==> src/rtl/aperture_sync_defs.svh <==
`ifndef APERTURE_SYNC_DEFS_SVH
`define APERTURE_SYNC_DEFS_SVH
// Notes on behaviour
// Fine code adds straight-binary sampling delay
// No aperture adjust in dual-edge above 1600 MHz
// Avoid maximum delay at maximum sampling rate
// Software writes reserved bits with reset values
// Reference delay linear to 319, then saturates
// Clock-phase dual mode needs mode bits 000
// Phase select picks latched reference clock phase
// Slave bit aligns divider to master reference
// Clear disable bit to drive CLK/4 outputs
// Gate bit enables output clock realign input; here a set gate bit blocks the input instead
// Reserved word reads fixed power-on value
// Adjust select enables fine delay effect
// Writes to read-only word are ignored

// Register indices; byte address is four times the index
`define FINE_IDX        8'h0D
`define SYNC_IDX        8'h0E
`define RSVD_IDX        8'h0F
`define STAT_IDX        8'h10

// Reset values and writable bit masks
`define FINE_RST        16'h0000
`define SYNC_RST        16'h0003
`define RSVD_VAL        16'h001D
`define FINE_WMASK      16'hFC00
`define SYNC_WMASK      16'hFFDF

// Field positions
`define FINE_MSB        15
`define FINE_LSB        10
`define RCD_MSB         15
`define RCD_LSB         7
`define DUAL_MODE_BIT   6
`define PHASE_MSB       4
`define PHASE_LSB       3
`define SLAVE_BIT       2
`define OUT_DIS_BIT     1
`define GATE_BIT        0

// Delay scaling: fine code 63 is 2300 fs, reference code 319 is 1200 ps
`define FINE_MAX_CODE   32'h0000003F
`define FINE_MAX_FS     32'h000008FC
`define REF_DLY_FULL    9'h13F
`define REF_DLY_MAX_PS  11'h4B0

// Mode bits of address 0h that allow the clock-phase dual mode
`define DES_SEL_CLKIQ   3'h0
`endif

==> src/rtl/aperture_sync_pkg.sv <==
package aperture_sync_pkg;
  typedef enum logic [1:0] {
    PHASE_0   = 2'b00,
    PHASE_90  = 2'b01,
    PHASE_180 = 2'b10,
    PHASE_270 = 2'b11
  } phase_type;

  typedef enum logic [1:0] {
    ALIGN_IDLE   = 2'b00,
    ALIGN_WAIT   = 2'b01,
    ALIGN_LOCKED = 2'b10
  } align_state_type;
endpackage

==> src/rtl/sync_cfg_if.sv <==
interface sync_cfg_if;
  import aperture_sync_pkg::*;
  logic       clk;
  logic       rst_n;
  logic       out_disable;
  logic       slave;
  phase_type  phase_sel;
  logic       realign;
  logic       ref_in;
  logic       aligned;
  logic [1:0] div_phase;
  logic       ref_out;

  modport cfg (output clk, rst_n, out_disable, slave, phase_sel, realign, ref_in,
               input aligned, div_phase, ref_out);
  modport gen (input clk, rst_n, out_disable, slave, phase_sel, realign, ref_in,
               output aligned, div_phase, ref_out);
endinterface

==> src/rtl/ref_clock_gen.sv <==
module ref_clock_gen
(
  sync_cfg_if.gen cfg
);
  import aperture_sync_pkg::*;

  logic            ref_prev_ff;
  logic            role_prev_ff;
  logic [1:0]      div_cnt_ff;
  logic            ref_out_ff;
  logic            ref_rise;
  align_state_type state_ff;
  align_state_type nxt_state;

  // Rising edge of the already synchronised reference
  assign ref_rise = cfg.ref_in & ~ref_prev_ff;

  // Edge and role history
  always_ff @(posedge cfg.clk or negedge cfg.rst_n)
  begin
    if (!cfg.rst_n)
    begin
      ref_prev_ff  <= 1'b0;
      role_prev_ff <= 1'b0;
    end
    else
    begin
      ref_prev_ff  <= cfg.ref_in;
      role_prev_ff <= cfg.slave;
    end
  end

  // Divide-by-four counter, realigned by pin or by master reference
  always_ff @(posedge cfg.clk or negedge cfg.rst_n)
  begin
    if (!cfg.rst_n)
      div_cnt_ff <= 2'h0;
    else if (cfg.realign)
      div_cnt_ff <= 2'h0;
    else if (cfg.slave && ref_rise)
      div_cnt_ff <= cfg.phase_sel;
    else
      div_cnt_ff <= div_cnt_ff + 2'h1;
  end

  // CLK/4 output, held low while the drivers are disabled
  always_ff @(posedge cfg.clk or negedge cfg.rst_n)
  begin
    if (!cfg.rst_n)
      ref_out_ff <= 1'b0;
    else
      ref_out_ff <= ~cfg.out_disable & div_cnt_ff[1];
  end

  // Alignment tracking: a slave waits for the first master edge
  always_comb
  begin
    nxt_state = state_ff;
    unique case (state_ff)
      ALIGN_IDLE:   nxt_state = cfg.slave ? ALIGN_WAIT : ALIGN_LOCKED;
      ALIGN_WAIT:
      begin
        if (!cfg.slave)
          nxt_state = ALIGN_IDLE;
        else if (ref_rise)
          nxt_state = ALIGN_LOCKED;
      end
      ALIGN_LOCKED:
      begin
        if (cfg.realign || (cfg.slave != role_prev_ff))
          nxt_state = ALIGN_IDLE;
      end
      default:      nxt_state = ALIGN_IDLE;
    endcase
  end

  always_ff @(posedge cfg.clk or negedge cfg.rst_n)
  begin
    if (!cfg.rst_n)
      state_ff <= ALIGN_IDLE;
    else
      state_ff <= nxt_state;
  end

  assign cfg.aligned   = (state_ff == ALIGN_LOCKED);
  assign cfg.div_phase = div_cnt_ff;
  assign cfg.ref_out   = ref_out_ff;
endmodule

==> src/rtl/aperture_sync_regs.sv <==
`include "aperture_sync_defs.svh"

module aperture_sync_regs
(
  input  wire logic                         mclk,
  input  wire logic                         resetn,
  input  wire logic                         psel,
  input  wire logic                         penable,
  input  wire logic                         pwrite,
  input  wire logic [11:0]                  paddr,
  input  wire logic [31:0]                  pwdata,
  output logic [31:0]                       prdata,
  output logic                              pready,
  output logic                              pslverr,
  input  wire logic                         aperture_adjust_select,
  input  wire logic [2:0]                   mode_select_bits,
  input  wire logic                         ref_clock_in,
  input  wire logic                         output_clock_realign_input,
  output logic [5:0]                        fine_aperture_delay,
  output logic [11:0]                       fine_delay_fs,
  output logic [8:0]                        ref_clock_delay,
  output logic [10:0]                       ref_delay_ps,
  output logic                              clock_phase_dual_channel_mode,
  output aperture_sync_pkg::phase_type      phase_select,
  output logic                              slave_enable,
  output logic                              ref_clock_out_disable,
  output logic                              clock_realign_gate,
  output logic                              realign_pulse,
  output logic                              sync_ref_clock_out_a,
  output logic                              sync_ref_clock_out_b,
  output logic                              ref_out_drive_n,
  output logic                              divider_aligned
);
  import aperture_sync_pkg::*;

  logic        rst_s1_ff;
  logic        rst_s2_ff;
  logic        rst_n;
  logic        ref_s1_ff;
  logic        ref_s2_ff;
  logic        rln_s1_ff;
  logic        rln_s2_ff;
  logic        rln_s3_ff;
  logic [15:0] fine_reg_ff;
  logic [15:0] sync_reg_ff;
  logic [31:0] prdata_ff;
  logic        pslverr_ff;
  logic [5:0]  fine_delay_ff;
  logic [11:0] fine_fs_ff;
  logic [8:0]  ref_code_ff;
  logic [10:0] ref_ps_ff;
  logic        dual_mode_ff;
  logic [15:0] rd_word;
  logic [8:0]  ref_field;
  logic [8:0]  ref_sat;
  logic [5:0]  fine_field;
  logic [5:0]  fine_eff;
  logic        wr_en;
  logic        rd_setup;
  logic        setup;
  logic [5:0]  wdata_fine;
  logic [1:0]  wdata_phase;
  logic        wdata_slave;

  sync_cfg_if cfg_bus ();

  // Address decode for one aligned 32-bit word
  function automatic logic is_reg(input logic [11:0] a, input logic [7:0] idx);
    return (a[11:10] == 2'h0) && (a[1:0] == 2'h0) && (a[9:2] == idx);
  endfunction

  // Any register that answers on the bus
  function automatic logic is_mapped(input logic [11:0] a);
    return is_reg(a, `FINE_IDX) || is_reg(a, `SYNC_IDX) ||
           is_reg(a, `RSVD_IDX) || is_reg(a, `STAT_IDX);
  endfunction

  // Fine code to femtoseconds, straight binary
  function automatic logic [11:0] fine_to_fs(input logic [5:0] c);
    int unsigned p;
    p = c * `FINE_MAX_FS / `FINE_MAX_CODE;
    return p[11:0];
  endfunction

  // Saturated reference code to picoseconds
  function automatic logic [10:0] ref_to_ps(input logic [8:0] c);
    int unsigned p;
    p = c * 32'(`REF_DLY_MAX_PS) / 32'(`REF_DLY_FULL);
    return p[10:0];
  endfunction

  // Reset release through two flip-flops
  always_ff @(posedge mclk or negedge resetn)
  begin
    if (!resetn)
    begin
      rst_s1_ff <= 1'b0;
      rst_s2_ff <= 1'b0;
    end
    else
    begin
      rst_s1_ff <= 1'b1;
      rst_s2_ff <= rst_s1_ff;
    end
  end

  assign rst_n = rst_s2_ff;

  // Pin synchronisers; logic reads the second stage, and the third stage too for the realign edge
  always_ff @(posedge mclk or negedge rst_n)
  begin
    if (!rst_n)
    begin
      ref_s1_ff <= 1'b0;
      ref_s2_ff <= 1'b0;
      rln_s1_ff <= 1'b0;
      rln_s2_ff <= 1'b0;
      rln_s3_ff <= 1'b0;
    end
    else
    begin
      ref_s1_ff <= ref_clock_in;
      ref_s2_ff <= ref_s1_ff;
      rln_s1_ff <= output_clock_realign_input;
      rln_s2_ff <= rln_s1_ff;
      rln_s3_ff <= rln_s2_ff;
    end
  end

  // Realign request counts only while the gate bit is cleared
  assign realign_pulse = rln_s2_ff & ~rln_s3_ff & ~sync_reg_ff[`GATE_BIT];

  // Bus phases; zero wait states
  assign setup     = psel & ~penable;
  assign rd_setup  = setup & ~pwrite;
  assign wr_en     = psel & penable & pwrite;
  assign pready    = psel & penable;
  assign prdata    = prdata_ff;
  assign pslverr   = pslverr_ff;

  // Helper slices of write data
  assign wdata_fine  = pwdata[`FINE_MSB:`FINE_LSB];
  assign wdata_phase = pwdata[`PHASE_MSB:`PHASE_LSB];
  assign wdata_slave = pwdata[`SLAVE_BIT];

  // Fine delay register; reserved bits are kept at zero
  always_ff @(posedge mclk or negedge rst_n)
  begin
    if (!rst_n)
      fine_reg_ff <= `FINE_RST;
    else if (wr_en && is_reg(paddr, `FINE_IDX))
      fine_reg_ff <= pwdata[15:0] & `FINE_WMASK;
  end

  // Synchronisation control register
  always_ff @(posedge mclk or negedge rst_n)
  begin
    if (!rst_n)
      sync_reg_ff <= `SYNC_RST;
    else if (wr_en && is_reg(paddr, `SYNC_IDX))
      sync_reg_ff <= pwdata[15:0] & `SYNC_WMASK;
  end

  // Read multiplexer; the read-only word has no storage to write
  always_comb
  begin
    rd_word = 16'h0000;
    if (is_reg(paddr, `FINE_IDX))
      rd_word = fine_reg_ff;
    else if (is_reg(paddr, `SYNC_IDX))
      rd_word = sync_reg_ff;
    else if (is_reg(paddr, `RSVD_IDX))
      rd_word = `RSVD_VAL;
    else if (is_reg(paddr, `STAT_IDX))
      rd_word = {12'h000, dual_mode_ff, cfg_bus.div_phase, cfg_bus.aligned};
  end

  // Read data and error answer are captured in the setup cycle
  always_ff @(posedge mclk or negedge rst_n)
  begin
    if (!rst_n)
    begin
      prdata_ff  <= 32'h00000000;
      pslverr_ff <= 1'b0;
    end
    else if (setup)
    begin
      prdata_ff  <= rd_setup ? {16'h0000, rd_word} : 32'h00000000;
      pslverr_ff <= ~is_mapped(paddr);
    end
  end

  // Field views
  assign fine_field = fine_reg_ff[`FINE_MSB:`FINE_LSB];
  assign ref_field  = sync_reg_ff[`RCD_MSB:`RCD_LSB];
  assign fine_eff   = aperture_adjust_select ? fine_field : 6'h00;
  assign ref_sat    = (ref_field >= `REF_DLY_FULL) ? `REF_DLY_FULL : ref_field;

  // Effective fine delay, applied only with adjust selected
  always_ff @(posedge mclk or negedge rst_n)
  begin
    if (!rst_n)
    begin
      fine_delay_ff <= 6'h00;
      fine_fs_ff    <= 12'h000;
    end
    else
    begin
      fine_delay_ff <= fine_eff;
      fine_fs_ff    <= fine_to_fs(fine_eff);
    end
  end

  // Reference clock input delay, saturating at full scale
  always_ff @(posedge mclk or negedge rst_n)
  begin
    if (!rst_n)
    begin
      ref_code_ff <= 9'h000;
      ref_ps_ff   <= 11'h000;
    end
    else
    begin
      ref_code_ff <= ref_sat;
      ref_ps_ff   <= ref_to_ps(ref_sat);
    end
  end

  // Clock-phase dual mode needs the mode bits of address 0h cleared
  always_ff @(posedge mclk or negedge rst_n)
  begin
    if (!rst_n)
      dual_mode_ff <= 1'b0;
    else
      dual_mode_ff <= sync_reg_ff[`DUAL_MODE_BIT] && (mode_select_bits == `DES_SEL_CLKIQ);
  end

  // Controls handed to the divider and output driver
  assign cfg_bus.clk         = mclk;
  assign cfg_bus.rst_n       = rst_n;
  assign cfg_bus.out_disable = sync_reg_ff[`OUT_DIS_BIT];
  assign cfg_bus.slave       = sync_reg_ff[`SLAVE_BIT];
  assign cfg_bus.phase_sel   = phase_type'(sync_reg_ff[`PHASE_MSB:`PHASE_LSB]);
  assign cfg_bus.realign     = realign_pulse;
  assign cfg_bus.ref_in      = ref_s2_ff;

  ref_clock_gen u_gen (
    .cfg (cfg_bus.gen)
  );

  // Output assignments
  assign fine_aperture_delay           = fine_delay_ff;
  assign fine_delay_fs                 = fine_fs_ff;
  assign ref_clock_delay               = ref_code_ff;
  assign ref_delay_ps                  = ref_ps_ff;
  assign clock_phase_dual_channel_mode = dual_mode_ff;
  assign phase_select                  = phase_type'(sync_reg_ff[`PHASE_MSB:`PHASE_LSB]);
  assign slave_enable                  = sync_reg_ff[`SLAVE_BIT];
  assign ref_clock_out_disable         = sync_reg_ff[`OUT_DIS_BIT];
  assign clock_realign_gate            = sync_reg_ff[`GATE_BIT];
  assign sync_ref_clock_out_a          = cfg_bus.ref_out;
  assign sync_ref_clock_out_b          = cfg_bus.ref_out;
  assign ref_out_drive_n               = sync_reg_ff[`OUT_DIS_BIT];
  assign divider_aligned               = cfg_bus.aligned;
endmodule

==> config.mk <==
export PLATFORM = sky130hd
export DESIGN_NAME = aperture_sync_regs
export DESIGN_NICKNAME = d
export VERILOG_FILES = /design/src/rtl/aperture_sync_pkg.sv /design/src/rtl/sync_cfg_if.sv /design/src/rtl/ref_clock_gen.sv /design/src/rtl/aperture_sync_regs.sv
export VERILOG_INCLUDE_DIRS = /design/src /design/src/rtl
export SDC_FILE = /design/constraint.sdc
export NUM_CORES = 1
export LEC_CHECK = 0
export ABC_AREA = 1
export ABC_CLOCK_PERIOD_IN_PS = 2600
export BUFFER_PORTS_ARGS = -buffer_cell sky130_fd_sc_hd__buf_2
export CAP_MARGIN = 10
export CORE_MARGIN = 4
export CORE_UTILIZATION = 35
export DETAILED_ROUTE_END_ITERATION = 10
export PLACE_DENSITY = 0.63
export SETUP_SLACK_MARGIN = 0.5
export SYNTH_ARGS = -nofsm -noshare
export SYNTH_HDL_FRONTEND = slang
export SYNTH_SLANG_ARGS = --single-unit
==> constraint.sdc <==
create_clock -name mclk -period 2.6 [get_ports mclk]
set_clock_uncertainty 0.15 [all_clocks]
set_input_delay 0.52 -clock mclk [delete_from_list [all_inputs] [get_ports mclk]]
set_output_delay 0.52 -clock mclk [all_outputs]
set_load 0.01 [all_outputs]
==> Yosys cells after proc, flatten, opt, wreduce, memory -nomap -nowiden <==
Index checks and enable logic that the tools add are counted.
{ "totals": {"regBits": 107, "in_bits": 55, "wordCells": 83} }
{ "classes": {"n_addsub": 1, "multipliers": 2, "div": 2, "magnitude_cmp": 1, "eq_ne": 9, "n_mux": 14, "n_bitwise": 15, "reduce_logical": 18} }
{ "op_table": {"columns": ["op", "n"], "rows": [
  ["$mux W16", 3],
  ["$div A18 B6 Y32 const B", 1],
  ["$div A20 B9 Y32 const B", 1],
  ["$eq A8 B4 Y1 const B", 3],
  ["$mul A6 B10 Y16 const B", 1],
  ["$mul A9 B7 Y16 const B", 1],
  ["$mux W2", 6],
  ["$ge A9 B9 Y1 const B", 1],
  ["$logic_and A1 B1 Y1", 9],
  ["$mux W9", 1],
  ["$and A1 B1 Y1", 8],
  ["$eq A8 B5 Y1 const B", 1],
  ["$not A1 Y1", 7],
  ["$logic_not A2 Y1", 3],
  ["$mux W6", 1],
  ["$pmux W2 S3", 1],
  ["$mux W5", 1],
  ["$logic_or A1 B1 Y1", 4],
  ["$mux W4", 1],
  ["$logic_not A3 Y1", 1],
  ["$ne A3 B2 Y1 const B", 1],
  ["$add A2 B1 Y2 const B", 1],
  ["$eq A2 B1 Y1 const B", 1],
  ["$eq A2 B2 Y1 const B", 1],
  ["3 further kinds", 3]
]} }

==> Logic depth before layout (Yosys ltp) <==
Gate-level depths: netlist of the first run.
{ "depth": {"depth_word": 8, "ltp_mapped": 103, "depth_no_buf": 100} }

==> Cells and area by module <==
Synthesis of the first run repeated with hierarchy kept, for this count alone.
{ "unflattened": {"hier_cells": 1861, "area_unflattened_um2": 11664.9} }
{ "modules_own_cells": {"columns": ["mod", "instances", "cells_per_inst", "area_each_um2", "seq_area_each_um2"], "rows": [
  ["aperture_sync_regs", 1, 1818, 11327.1, 2079.5],
  ["ref_clock_gen", 1, 43, 337.8, 175.2]
]} }

==> Least setup slack after synthesis of the first run <==
Ideal clock, no wire load.
{ "synth_timing": {"path_kind": "reg-to-reg", "startpoint": "reg sync_reg_ff[13]", "endpoint": "reg ref_ps_ff[0] (netlist: ref_delay_ps[0])", "setup_time_ns": 0.119, "t_arrival_ns": 10.567, "slack_ns": -8.236, "path_stages_with_launch": 96, "path_cell_list": "dfrtp_1 -> nor4_1 -> nand3_1 -> nand2_1 -> inv_1 -> nand2_1 -> ha_1 -> ha_1 -> inv_1 -> fa_1 -> fa_1 -> inv_1 -> ha_1 -> nand2_1 -> inv_1 -> nand2_1 -> nand2_1 -> nand2_1 -> (+60 left out) -> nand3_4 -> nand3_4 -> nand2_1 -> nand2_1 -> inv_1 -> ha_1 -> inv_1 -> nand3_2 -> nand2_1 -> inv_2 -> nand2_4 -> nand2_1 -> nand2_1 -> nand2_1 -> inv_1 -> nand3_1 -> nor2_1 -> nand2_1"} }
{ "synth_via": {"elab_chain_cells": 4} }
{ "synth_rtl": {"columns": ["item", "line", "rtl"], "rows": [
  ["start: declaration", "aperture_sync_regs.sv:45", "logic [15:0] sync_reg_ff;"],
  ["start signal: assignment", "aperture_sync_regs.sv:159", "sync_reg_ff <= `SYNC_RST;"],
  ["start signal: assignment", "aperture_sync_regs.sv:161", "sync_reg_ff <= pwdata[15:0] & `SYNC_WMASK;"],
  ["$ge A9 B9 Y1 (no source line)", null, null],
  ["$mux W9", "aperture_sync_regs.sv:197", "assign ref_sat = (ref_field >= `REF_DLY_FULL) ? `REF_DLY_FULL : ref_field;"],
  ["net ref_sat[4]", "aperture_sync_regs.sv:55", "logic [8:0] ref_sat;"],
  ["$mul A9 B7 Y16", "aperture_sync_regs.sv:88", "p = c * 32'(`REF_DLY_MAX_PS) / 32'(`REF_DLY_FULL);"],
  ["$div A20 B9 Y32", "aperture_sync_regs.sv:88", null],
  ["end signal: assignment", "aperture_sync_regs.sv:225", "ref_ps_ff <= ref_to_ps(ref_sat);"],
  ["end: declaration", "aperture_sync_regs.sv:51", "logic [10:0] ref_ps_ff;"]
]} }
The timed path passes the listed nets, and every way through them passes these cells.
A chain may end at the register's enable or synchronous reset.

==> Worst setup path after layout of the first run <==
{ "layout_timing": {"startpoint": "reg sync_reg_ff[12]", "endpoint": "reg ref_ps_ff[0] (netlist: ref_delay_ps[0])"} }
{ "layout_via": {"elab_chain_cells": 4} }
{ "layout_rtl": {"columns": ["item", "line"], "rows": [
  ["$ge A9 B9 Y1 (no source line)", null],
  ["$mux W9 (*)", "aperture_sync_regs.sv:197"],
  ["net ref_sat[5]", "aperture_sync_regs.sv:55"],
  ["$mul A9 B7 Y16 (*)", "aperture_sync_regs.sv:88"],
  ["$div A20 B9 Y32 (*)", "aperture_sync_regs.sv:88"]
]} }
The timed path passes the listed nets; every way through them passes the cells marked *.

==> flow_summary.yaml, run 1 <==
die:
  die_h_um: 181.3
  fp.dieW_um: 181.3
  coreArea_um2: 29640
  die-area_um2: 32860
  start_util_pct: 35.45
  num_rows: 63
  pin_count: 138
clocking:
  clock_path_buffers: 2
  cts_sinks: 90
  cts_buffers: 9
  root_buffer: "clkbuf_16"
  path_clk_slew_ns: 0.08
  cts_tree: "yes"
  cts.htree.levels: 3
  clock_latency_ns: 0.36
setup_path:
  critical-path-slowest-cell: "fa_1"
  critPathBufInv: 19
  path_common_cell: "nand2_4"
  worst-setup-path-type: "register to register"
  cp.required_ns: 2.70
  worst_ep_arrival_time_ns: 11.16
  cp_top_family: "simple AND/OR/NAND/NOR gates"
  critical-path-max-stage-delay_ns: 0.53
  endpoint_kind: "register"
  critPathMaxFanout: 8
  startpoint_type: "register"
place:
  placed_cell_area_um2: 14860
  gp_congestion: 0.8902
  io_buffers: 103
  dp_hpwl_um: 24230
  dp_slack_ns: -8.500
synth:
  synthArstFlopShare_pct: 100.0
  synth_edf_count: 0
  syn-cell-area_um2: 10510
  synthCells: 1621
  synth_area_per_cell_um2: 6.482
  ys_seq_elements: 90
  synth.yosys.seq_area_share_pct: 21.46
  ys.flop_type: "dfrtp_1"
  yosys_warnings: 0
  ys_types: 50
power:
  cellLeakagePower_nw: 10.43
  powerDensity_nw_per_um2: 196.5
  peakVddDrop_mv: 0.2659
global_route:
  grt_pass1_wl_um: 54990
  gr-usage-all-layers_pct: 19.34
  grt_pass1_vias: 12410
  grt-ovfl-total: 0
  grt_max_degree: 47
  antenna_found_initial: 1
routing:
  wl_per_cell_um: 13.13
  ant_nets: 0
  finalWirelength_um: 34750
  drc: 0
  vias: 12670
  viasPerCell: 4.789
  drt_pass1_iterations: 5
  initialDrtViolationCount: 544
worst_hold_path:
  hold_path.class: "input port to register"
layout:
  stdcell_area_um2: 17970
  nets: 2398
  fillers: 2494
  diodes: 0
  syn2layout_area_growth_pct: 71.02
  drive_gt1_share_pct: 50.93
timing:
  rsz0062_at_grt: "yes"
  hold_viol: 0
  max_freq_mhz: 90.40
  finalSetupViolCount: 23
  fin_crit_sh_pct: 425.5
  worst_pin_slew_ns: 0.6686
  slew_viol_final: 0
  setup_tns_ns: -118.68
  slew_headroom_pct: 55.43
  fin_ws_ns: -8.463
  fin_crit_ns: 11.06
job:
  maxCapViolations: 0
status:
  outcome: "complete, but fails checks"
  violations: "setup timing"
## cells by family after synthesis
kind of cell	after synthesis	share of synthesized area, %
compound gates	138	8.085
xor+xnor	34	2.906
simple gates	927	41.34
other cells	2	0.07147
mux	9	0.9645
fa+ha+maj	92	12.38
buf+inv	329	12.79
flops	90	21.46
## worst register-to-register path: cells and delay by family (launching register included)
kind	cells	cell delay, ns
simple gates	64	6.63
compound gates	2	0.22
flops	1	0.37
buf+inv	19	1.80
fa+ha+maj	6	1.83
## metrics by stage
stage | total power [mW] | hold slack, ns | utilization [%] | cells
CTS | 3.544 | 0.1029 | 56.87 | 2605
finish | 3.530 | 0.1139 | 60.63 | 2646
floorplan | 1.865 | 0.07441 | - | 1637
global placement | 2.048 | 0.1575 | 50.13 | 2474
detailed placement | 2.060 | 0.1603 | 50.13 | 2474
global route | 3.706 | 0.09937 | 60.63 | 2646
## repair_timing
item,in CTS,in global routing
gates resized for setup,211,202
cloned,2,0
hold buffers,1,0
buffers inserted,112,41
hold endpoints to repair,2,0
endpoints found under the setup margin,23,33
pin swaps,167,147
## worst paths after layout
| kind | from | to | slack, ns | cells past startpoint |
|---|---|---|---|---|
| min in group asynchronous | cfg_bus.rst_n$_DFF_PN0_ | sync_reg_ff[12]$_DFFE_PN0P_ | 0.22 | 0 |
| max | sync_reg_ff[12]$_DFFE_PN0P_ | ref_delay_ps[0]$_DFF_PN0_ | -8.46 | 91 |
| max in group asynchronous | cfg_bus.rst_n$_DFF_PN0_ | fine_reg_ff[12]$_DFFE_PN0P_ | 1.43 | 1 |
| max reg2reg | sync_reg_ff[12]$_DFFE_PN0P_ | ref_delay_ps[0]$_DFF_PN0_ | -8.46 | 91 |
| min reg2reg | rst_s1_ff$_DFF_PN0_ | cfg_bus.rst_n$_DFF_PN0_ | 0.21 | 0 |
| min | ref_clock_in | ref_s1_ff$_DFF_PN0_ | 0.11 | 1 |
## layer usage
metal / wire [µm] / vias to the layer above / global-route usage [%]
li1: - / 6338 / -
met2: 18490 / 249 / 36.59
met5: 9 / - / 0
met4: 850 / 2 / 4.353
met3: 1125 / 86 / 3.000
met1: 14280 / 5997 / 22.90
## sequential cells by signal (all words and copies together), names as in the netlist, 2 cells and up
signal               count
u_gen.cfg.div_phase      2
prdata                  15
ref_clock_delay          9
sync_reg_ff             15
ref_delay_ps            11
u_gen.state_ff           2
fine_aperture_delay      6
fine_delay_fs           12
fine_reg_ff              6
## cell type report
class / instances / area (µm²) / share of cell area [%]
Tap cell: 390 / 488.0 / 2.716
Clock inverter: 7 / 83.83 / 0.4665
Timing Repair Buffer: 632 / 4737 / 26.36
Inverter: 298 / 1157 / 6.441
Multi-Input combinational cell: 1220 / 9019 / 50.19
Clock buffer: 9 / 225.2 / 1.253
Sequential cell: 90 / 2260 / 12.57
## synth_stat cells (2+ instances only)
cell type  count  area share, %
o21ai_2        4           0.33
fa_1          20            3.8
mux2_2         9           0.96
a21boi_1       3           0.21
clkinv_1       2          0.071
or2_2          2           0.12
xnor2_1        8           0.67
inv_1        280             10
nor2_2        15           0.89
o21ai_1       10           0.48
nand4_2        3           0.36
a21o_1         3           0.21
a22o_1         7           0.58
o21ai_0       59            2.8
nand3_2       17            1.6
buf_4         21            1.5
nand2_1      488             17
a21oi_1       30            1.4
nand4_1       34            2.0
nor3_1         8           0.38
nand3_4        3           0.50
nor2_1       114            4.1
a21oi_4        5           0.77
xor2_1        25            2.1
nand3b_1      10           0.71
o211ai_1       6           0.43
nand2_2       56            3.3
ha_1          72            8.6
nor4_1         5           0.30
dfstp_2        2           0.50
clkbuf_1       6           0.21
conb_1         2          0.071
nor2_4        10            1.1
inv_2         16           0.57
nand2_4       13            1.4
o21bai_1       2           0.14
dfrtp_1       88             21
nand3_1      146            7.0
o31ai_1        3           0.21
buf_6          4           0.43
## cell usage in the layout (no fill, tap or decap), drive strengths merged
master,n
nand3,166
a22o,7
nor4,5
xor2,26
a22oi,1
dfstp,2
nand3b,10
a31oi,1
a21boi,4
nor3,8
o21ai,73
fa,20
or3,1
a21oi,35
dlygate4sd3,1
nand4,37
ha,72
o41ai,1
a21o,3
nand2,559
nor2,139
clkbuf,9
xnor2,8
and3,1
buf,631
dfrtp,88
o2bb2ai,1
o211ai,6
o21bai,2
clkinv,5
inv,299
mux2,9
clkinvlp,1
and2,1
a32o,1
or2,2
conb,18
o31ai,3
## report_power, final
group | total [mW] | leakage, nW | switching, mW | internal, mW
logic | 0.615 | 9.07 | 0.343 | 0.272
registers | 1.49 | 1.21 | 0.0382 | 1.45
clock network | 1.43 | 0.151 | 0.736 | 0.692
total | 3.53 | 10.4 | 1.12 | 2.41
(Power assumes the default switching activity.)
==> inputs of run 2 (changes only) <==
Settings changed: CORE_MARGIN 4 to not set.
==> run 2 against run 1 <==
The run still ends with setup timing left. Combinational power grew 4.6%. Flip-flop and latch count is the same. Cell area rose by 1.9%. Final cell count hardly changed. First-iteration DRC count fell by 12%. Die area fell by 6.5%. Setup slack gained 0.0029 ns. Critical path depth grew 1. Clock power barely moved. Critical path type unchanged.
==> flow_summary.yaml, run 2 (synthesized netlist as in run 1, its figures left out) <==
status:
  outcome: "complete, but fails checks"
  violations: "setup timing"
job:
  maxCapViolations: 0
setup_path:
  startpoint_type: "register"
  endpoint_kind: "register"
  critical-path-max-stage-delay_ns: 0.51
  rrSetupSlack_ns: -8.46
  path_common_cell: "nand2_4"
  cp.depth: 92
  rr_startpoint: "sync_reg_ff[14]$_DFFE_PN0P_"
  cp.required_ns: 2.71
  critical-path-slowest-cell: "fa_1"
  critPathMaxFanout: 8
  r2r-end: "ref_delay_ps[0]$_DFF_PN0_"
  cp_top_family: "simple AND/OR/NAND/NOR gates"
  r2r_cells: 92
  critPathLaunch: "sync_reg_ff[14]$_DFFE_PN0P_"
  worst-setup-path-type: "register to register"
  worst_ep_arrival_time_ns: 11.17
  endpoint: "ref_delay_ps[0]$_DFF_PN0_"
  critPathBufInv: 16
layout:
  mostFrequentLayoutCells: "buf_4 (487), nand2_1 (318), inv_1 (236), nand2_2 (146), buf_2 (102)"
  syn2layout_area_growth_pct: 74.24
  nets: 2399
  layout.cells.non_filler: 2648
  drive_gt1_share_pct: 53.83
  layout_commonest_cell: "buf_4"
global_route:
  antenna_found_initial: 1
  grt_pass1_vias: 11920
  grt_pass1_wl_um: 53110
  gr-usage-all-layers_pct: 20.65
  grt_max_degree: 37
  grt-ovfl-total: 0
power:
  p_seq_share_pct: 42.0
  p_switching_mw: 1.102
  clockPowerShare_pct: 39.8
  switching_share_pct: 31.18
  cellLeakagePower_nw: 10.58
  p_int_mw: 2.431
  powerDensity_nw_per_um2: 193.0
  peakVddDrop_mv: 0.2559
  p_comb_share_pct: 18.2
clocking:
  clock_path_buffers: 2
  clock_latency_ns: 0.36
  root_buffer: "clkbuf_16"
  path_clk_slew_ns: 0.08
  cts_buffers: 9
  cts_tree: "yes"
  cts_sinks: 90
  cts.htree.levels: 3
routing:
  viasPerCell: 4.782
  ant_nets: 0
  wl_per_cell_um: 13.27
  vias: 12660
  finalWirelength_um: 35130
  drc: 0
  initialDrtViolationCount: 478
  drt_pass1_iterations: 5
die:
  start_util_pct: 35.55
  die-area_um2: 30720
  num_rows: 63
  die_h_um: 175.3
  pin_count: 138
  fp.dieW_um: 175.3
  coreArea_um2: 29560
worst_hold_path:
  hold_path.class: "input port to register"
  whs_path_depth: 1
timing:
  rsz0062_at_grt: "yes"
  hold_viol: 0
  holdWs_ns: 0.1028
  fin_ws_ns: -8.460
  worst_pin_slew_ns: 0.5205
  max_freq_mhz: 90.42
  fin_crit_sh_pct: 425.4
  slew_viol_final: 0
  fin_crit_ns: 11.06
  finalSetupViolCount: 23
  setup_tns_ns: -118.93
  slew_headroom_pct: 65.30
place:
  gp_congestion: 0.9099
  dp_hpwl_um: 23620
  dp.cells: 2474
  io_buffers: 103
run 2: cell count changes in the layout (fill, tap and decap cells not counted), sizes merged:
cell / before / now
diode: 0 / 1
clkinvlp: 1 / 0
inv: 299 / 300
buf: 631 / 632
run 2: metal layers:
layer  GRT usage, %  share of wire, %  up-vias
li1               -                 -     6333
met1          24.79                41     5994
met2          38.81                54      268
met3          2.251               3.1       69
met4          5.254               2.0        0
met5              0                 0        -
run 2: power by group through the flow:
stage	logic (mW)	clock network [mW]	registers, mW
after detailed placement	0.551	0	1.51
after floorplan	0.334	0	1.53
after global routing	0.712	1.48	1.49
after CTS	0.611	1.44	1.49
final	0.643	1.41	1.48
after global placement	0.545	0	1.51
run 2: timing repair:
item                                    CTS  global route
hold buffers                              1             0
buffers inserted                         99            55
cloned                                    2             0
endpoints found under the hold margin     2             0
gates resized for setup                 276           222
endpoints found under the setup margin   23            26
pin swaps                               161           153
run 2: area by class of cell:
type                            count  area (µm²)
Sequential cell                    90        2260
Timing Repair Buffer              633        4708
Clock buffer                        9       225.2
Antenna cell                        1       2.502
Fill cell                        2419       11250
Multi-Input combinational cell   1220        9388
Inverter                          298        1156
Clock inverter                      7       81.33
Tap cell                          390       488.0
run 2: worst min-delay path by stage:
stage,startpoint,endpoint
after global routing,output_clock_realign_input,rln_s1_ff$_DFF_PN0_
after floorplan,resetn,cfg_bus.rst_n$_DFF_PN0_
final,output_clock_realign_input,rln_s1_ff$_DFF_PN0_
after global placement,resetn,rst_s1_ff$_DFF_PN0_
after CTS,output_clock_realign_input,rln_s1_ff$_DFF_PN0_
after detailed placement,resetn,rst_s1_ff$_DFF_PN0_
run 2: metrics by stage:
| stage | total power, mW | area (µm²) | util [%] | setup slack (ns) |
|---|---|---|---|---|
| after floorplan | 1.865 | 11240 | - | -7.888 |
| after global placement | 2.056 | 14870 | 50.31 | -8.157 |
| after detailed placement | 2.065 | 14870 | 50.31 | -8.450 |
| after CTS | 3.541 | 16980 | 57.43 | -7.999 |
| after global routing | 3.689 | 18310 | 61.93 | -9.150 |
| final | 3.533 | 18310 | 61.94 | -8.460 |
==> inputs of run 3 (changes only) <==
Settings changed: ABC_AREA 1 to not set.
==> run 3 against run 2 <==
The run still ends with setup timing left. First-iteration DRC count rose by 82%. Register-to-register slack got worse by 0.85 ns. Clock power barely moved. Core utilization rose by 1.8 points. Hold slack got worse by 0.023 ns. Critical path type unchanged. Critical endpoint unchanged. Largest power group unchanged.
==> flow_summary.yaml, run 3 <==
status:
  violations: "setup timing"
  outcome: "complete, but fails checks"
routing:
  drc: 0
  ant_nets: 0
  drt_pass1_iterations: 5
  wl_per_cell_um: 17.50
  finalWirelength_um: 42610
  vias: 13450
  initialDrtViolationCount: 869
  viasPerCell: 5.524
clocking:
  cts_tree: "yes"
  path_clk_slew_ns: 0.07
  cts.htree.levels: 3
  cts_buffers: 9
  cts_sinks: 90
  clock_path_buffers: 2
  root_buffer: "clkbuf_16"
  clock_latency_ns: 0.37
timing:
  fin_crit_sh_pct: 458.0
  fin_ws_ns: -9.308
  hold_viol: 0
  slew_headroom_pct: 64.24
  fin_crit_ns: 11.91
  slew_viol_final: 0
  holdWs_ns: 0.07937
  worst_pin_slew_ns: 0.5326
  finalSetupViolCount: 23
  setup_tns_ns: -127.27
  max_freq_mhz: 83.98
  rsz0062_at_grt: "yes"
power:
  clockPowerShare_pct: 41.4
  powerDensity_nw_per_um2: 169.1
  p_comb_share_pct: 14.7
  peakVddDrop_mv: 0.2877
  p_switching_mw: 0.9654
  p_seq_share_pct: 43.9
  switching_share_pct: 28.98
  p_total_mw: 3.331
  p_int_mw: 2.366
  cellLeakagePower_nw: 9.408
synth:
  synth.yosys.seq_area_share_pct: 20.26
  synth_top_area_share_pct: 19.79
  synth_area_per_cell_um2: 8.385
  synthMuxAreaShare_pct: 3.857
  synth_xor_area_share_pct: 5.274
  synth_compound_area_share_pct: 30.98
  yosysMostFrequentCell: "nand2_1"
  ys_types: 126
  syn-cell-area_um2: 11130
  synth_common_cells: "nand2_1 (108), inv_1 (90), dfrtp_1 (88)"
  synth_top_family_by_area: "compound AO/OA/AOI/OAI gates"
  ys.flop_type: "dfrtp_1"
  synth_area_leader_cell: "dfrtp_1"
  ys_seq_elements: 90
  synthAdderAreaFrac_pct: 12.07
  synth_edf_count: 0
  ys_top_cells_by_area: "dfrtp_1 (20%), ha_1 (8.1%), xnor2_1 (3.9%)"
  synthArstFlopShare_pct: 100.0
  yosys_warnings: 0
  synthCells: 1327
  synthSimpleGateAreaFrac_pct: 21.10
setup_path:
  cp.required_ns: 2.68
  critical-path-max-stage-delay_ns: 0.57
  endpoint_kind: "register"
  startpoint_type: "register"
  rrSetupSlack_ns: -9.31
  worst-setup-path-type: "register to register"
  worst_ep_arrival_time_ns: 11.99
  critical-path-slowest-cell: "or4_4"
  path_common_cell: "buf_4"
  critPathMaxFanout: 6
place:
  dp.cells: 2287
  io_buffers: 103
  placed_cell_area_um2: 16430
  gp_congestion: 0.8918
  dp_hpwl_um: 30260
  dp_slack_ns: -9.881
worst_hold_path:
  hold_path.class: "register to asynchronous set/reset pin"
layout:
  syn2layout_area_growth_pct: 77.03
  stdcell_area_um2: 19700
  drive_gt1_share_pct: 57.28
  layout_commonest_cell: "buf_4"
  mostFrequentLayoutCells: "buf_4 (552), buf_2 (102), nand2_1 (86), dfrtp_1 (86), buf_6 (75)"
  fillers: 2347
  layout.cells.non_filler: 2435
  post-route-util_pct: 63.73
  diodes: 0
  nets: 2181
global_route:
  grt_pass1_vias: 13540
  grt_max_degree: 44
  antenna_found_initial: 0
  grt-ovfl-total: 0
  grt_pass1_wl_um: 66340
  gr-usage-all-layers_pct: 24.64
die:
  start_util_pct: 36.00
  pin_count: 138
  num_rows: 64
  coreArea_um2: 30910
  die_h_um: 180.3
  die-area_um2: 32510
  fp.dieW_um: 180.3
job:
  maxCapViolations: 0
run 3: cells by family after synthesis:
family,Yosys count
XOR/XNOR,64
multiplexers,38
other,2
buffers and inverters,151
flip-flops,90
AO/OA/AOI/OAI,442
AND/OR/NAND/NOR,444
adder cells (fa/ha/maj),96
run 3: layout make-up:
cell class,instances,area [µm²],share of cell area (%)
inverters,91,349.1,1.772
multi-input cells,1102,10600,53.82
repair buffers,740,5699,28.93
flip-flops and latches,90,2260,11.47
clock inverters,6,53.80,0.2731
clock buffers,10,239.0,1.213
well taps,396,495.5,2.515
run 3: critical path, delay by kind of cell (launching register included):
family                   cells  cell delay, ns
multiplexers                 1            0.41
buffers and inverters       10            1.19
adder cells (fa/ha/maj)      7            2.01
AND/OR/NAND/NOR             12            2.29
AO/OA/AOI/OAI               24            5.15
flip-flops                   1            0.38
XOR/XNOR                     1            0.18
run 3: path summary, 6_finish.rpt:
check                                      startpoint                      endpoint  cells past startpoint
max                        sync_reg_ff[8]$_DFFE_PN0P_     ref_delay_ps[0]$_DFF_PN0_                     55
min                           cfg_bus.rst_n$_DFF_PN0_  ref_clock_delay[6]$_DFF_PN0_                      0
max reg2reg                sync_reg_ff[8]$_DFFE_PN0P_     ref_delay_ps[0]$_DFF_PN0_                     55
min reg2reg                   cfg_bus.rst_n$_DFF_PN0_  ref_clock_delay[6]$_DFF_PN0_                      0
max in group asynchronous     cfg_bus.rst_n$_DFF_PN0_    sync_reg_ff[1]$_DFFE_PN1P_                      1
min in group mclk          output_clock_realign_input           rln_s1_ff$_DFF_PN0_                      1
run 3: power by group through the flow:
stage               clock, mW  combinational (mW)  sequential (mW)
floorplan                   0               0.230             1.51
CTS                      1.39               0.441             1.46
global route             1.44               0.527             1.47
detailed placement          0               0.401             1.49
global placement            0               0.393             1.49
finish                   1.38               0.490             1.46
run 3: what timing repair did:
| action | 4_1_cts | 5_1_grt |
|---|---|---|
| buffers inserted | 71 | 57 |
| hold buffers | 1 | 0 |
| resized for setup | 214 | 191 |
| gates cloned | 2 | 1 |
| pin swaps | 135 | 147 |
| endpoints found under the hold margin | 2 | 0 |
| endpoints found under the setup margin | 45 | 59 |
run 3: per-layer routing:
metal	track usage, %	vias to the layer above	routed length [µm]
li1	-	6387	-
met3	2.001	103	1374
met1	29.93	6564	17650
met2	45.36	397	22380
met5	0	-	0
met4	8.547	0	1207
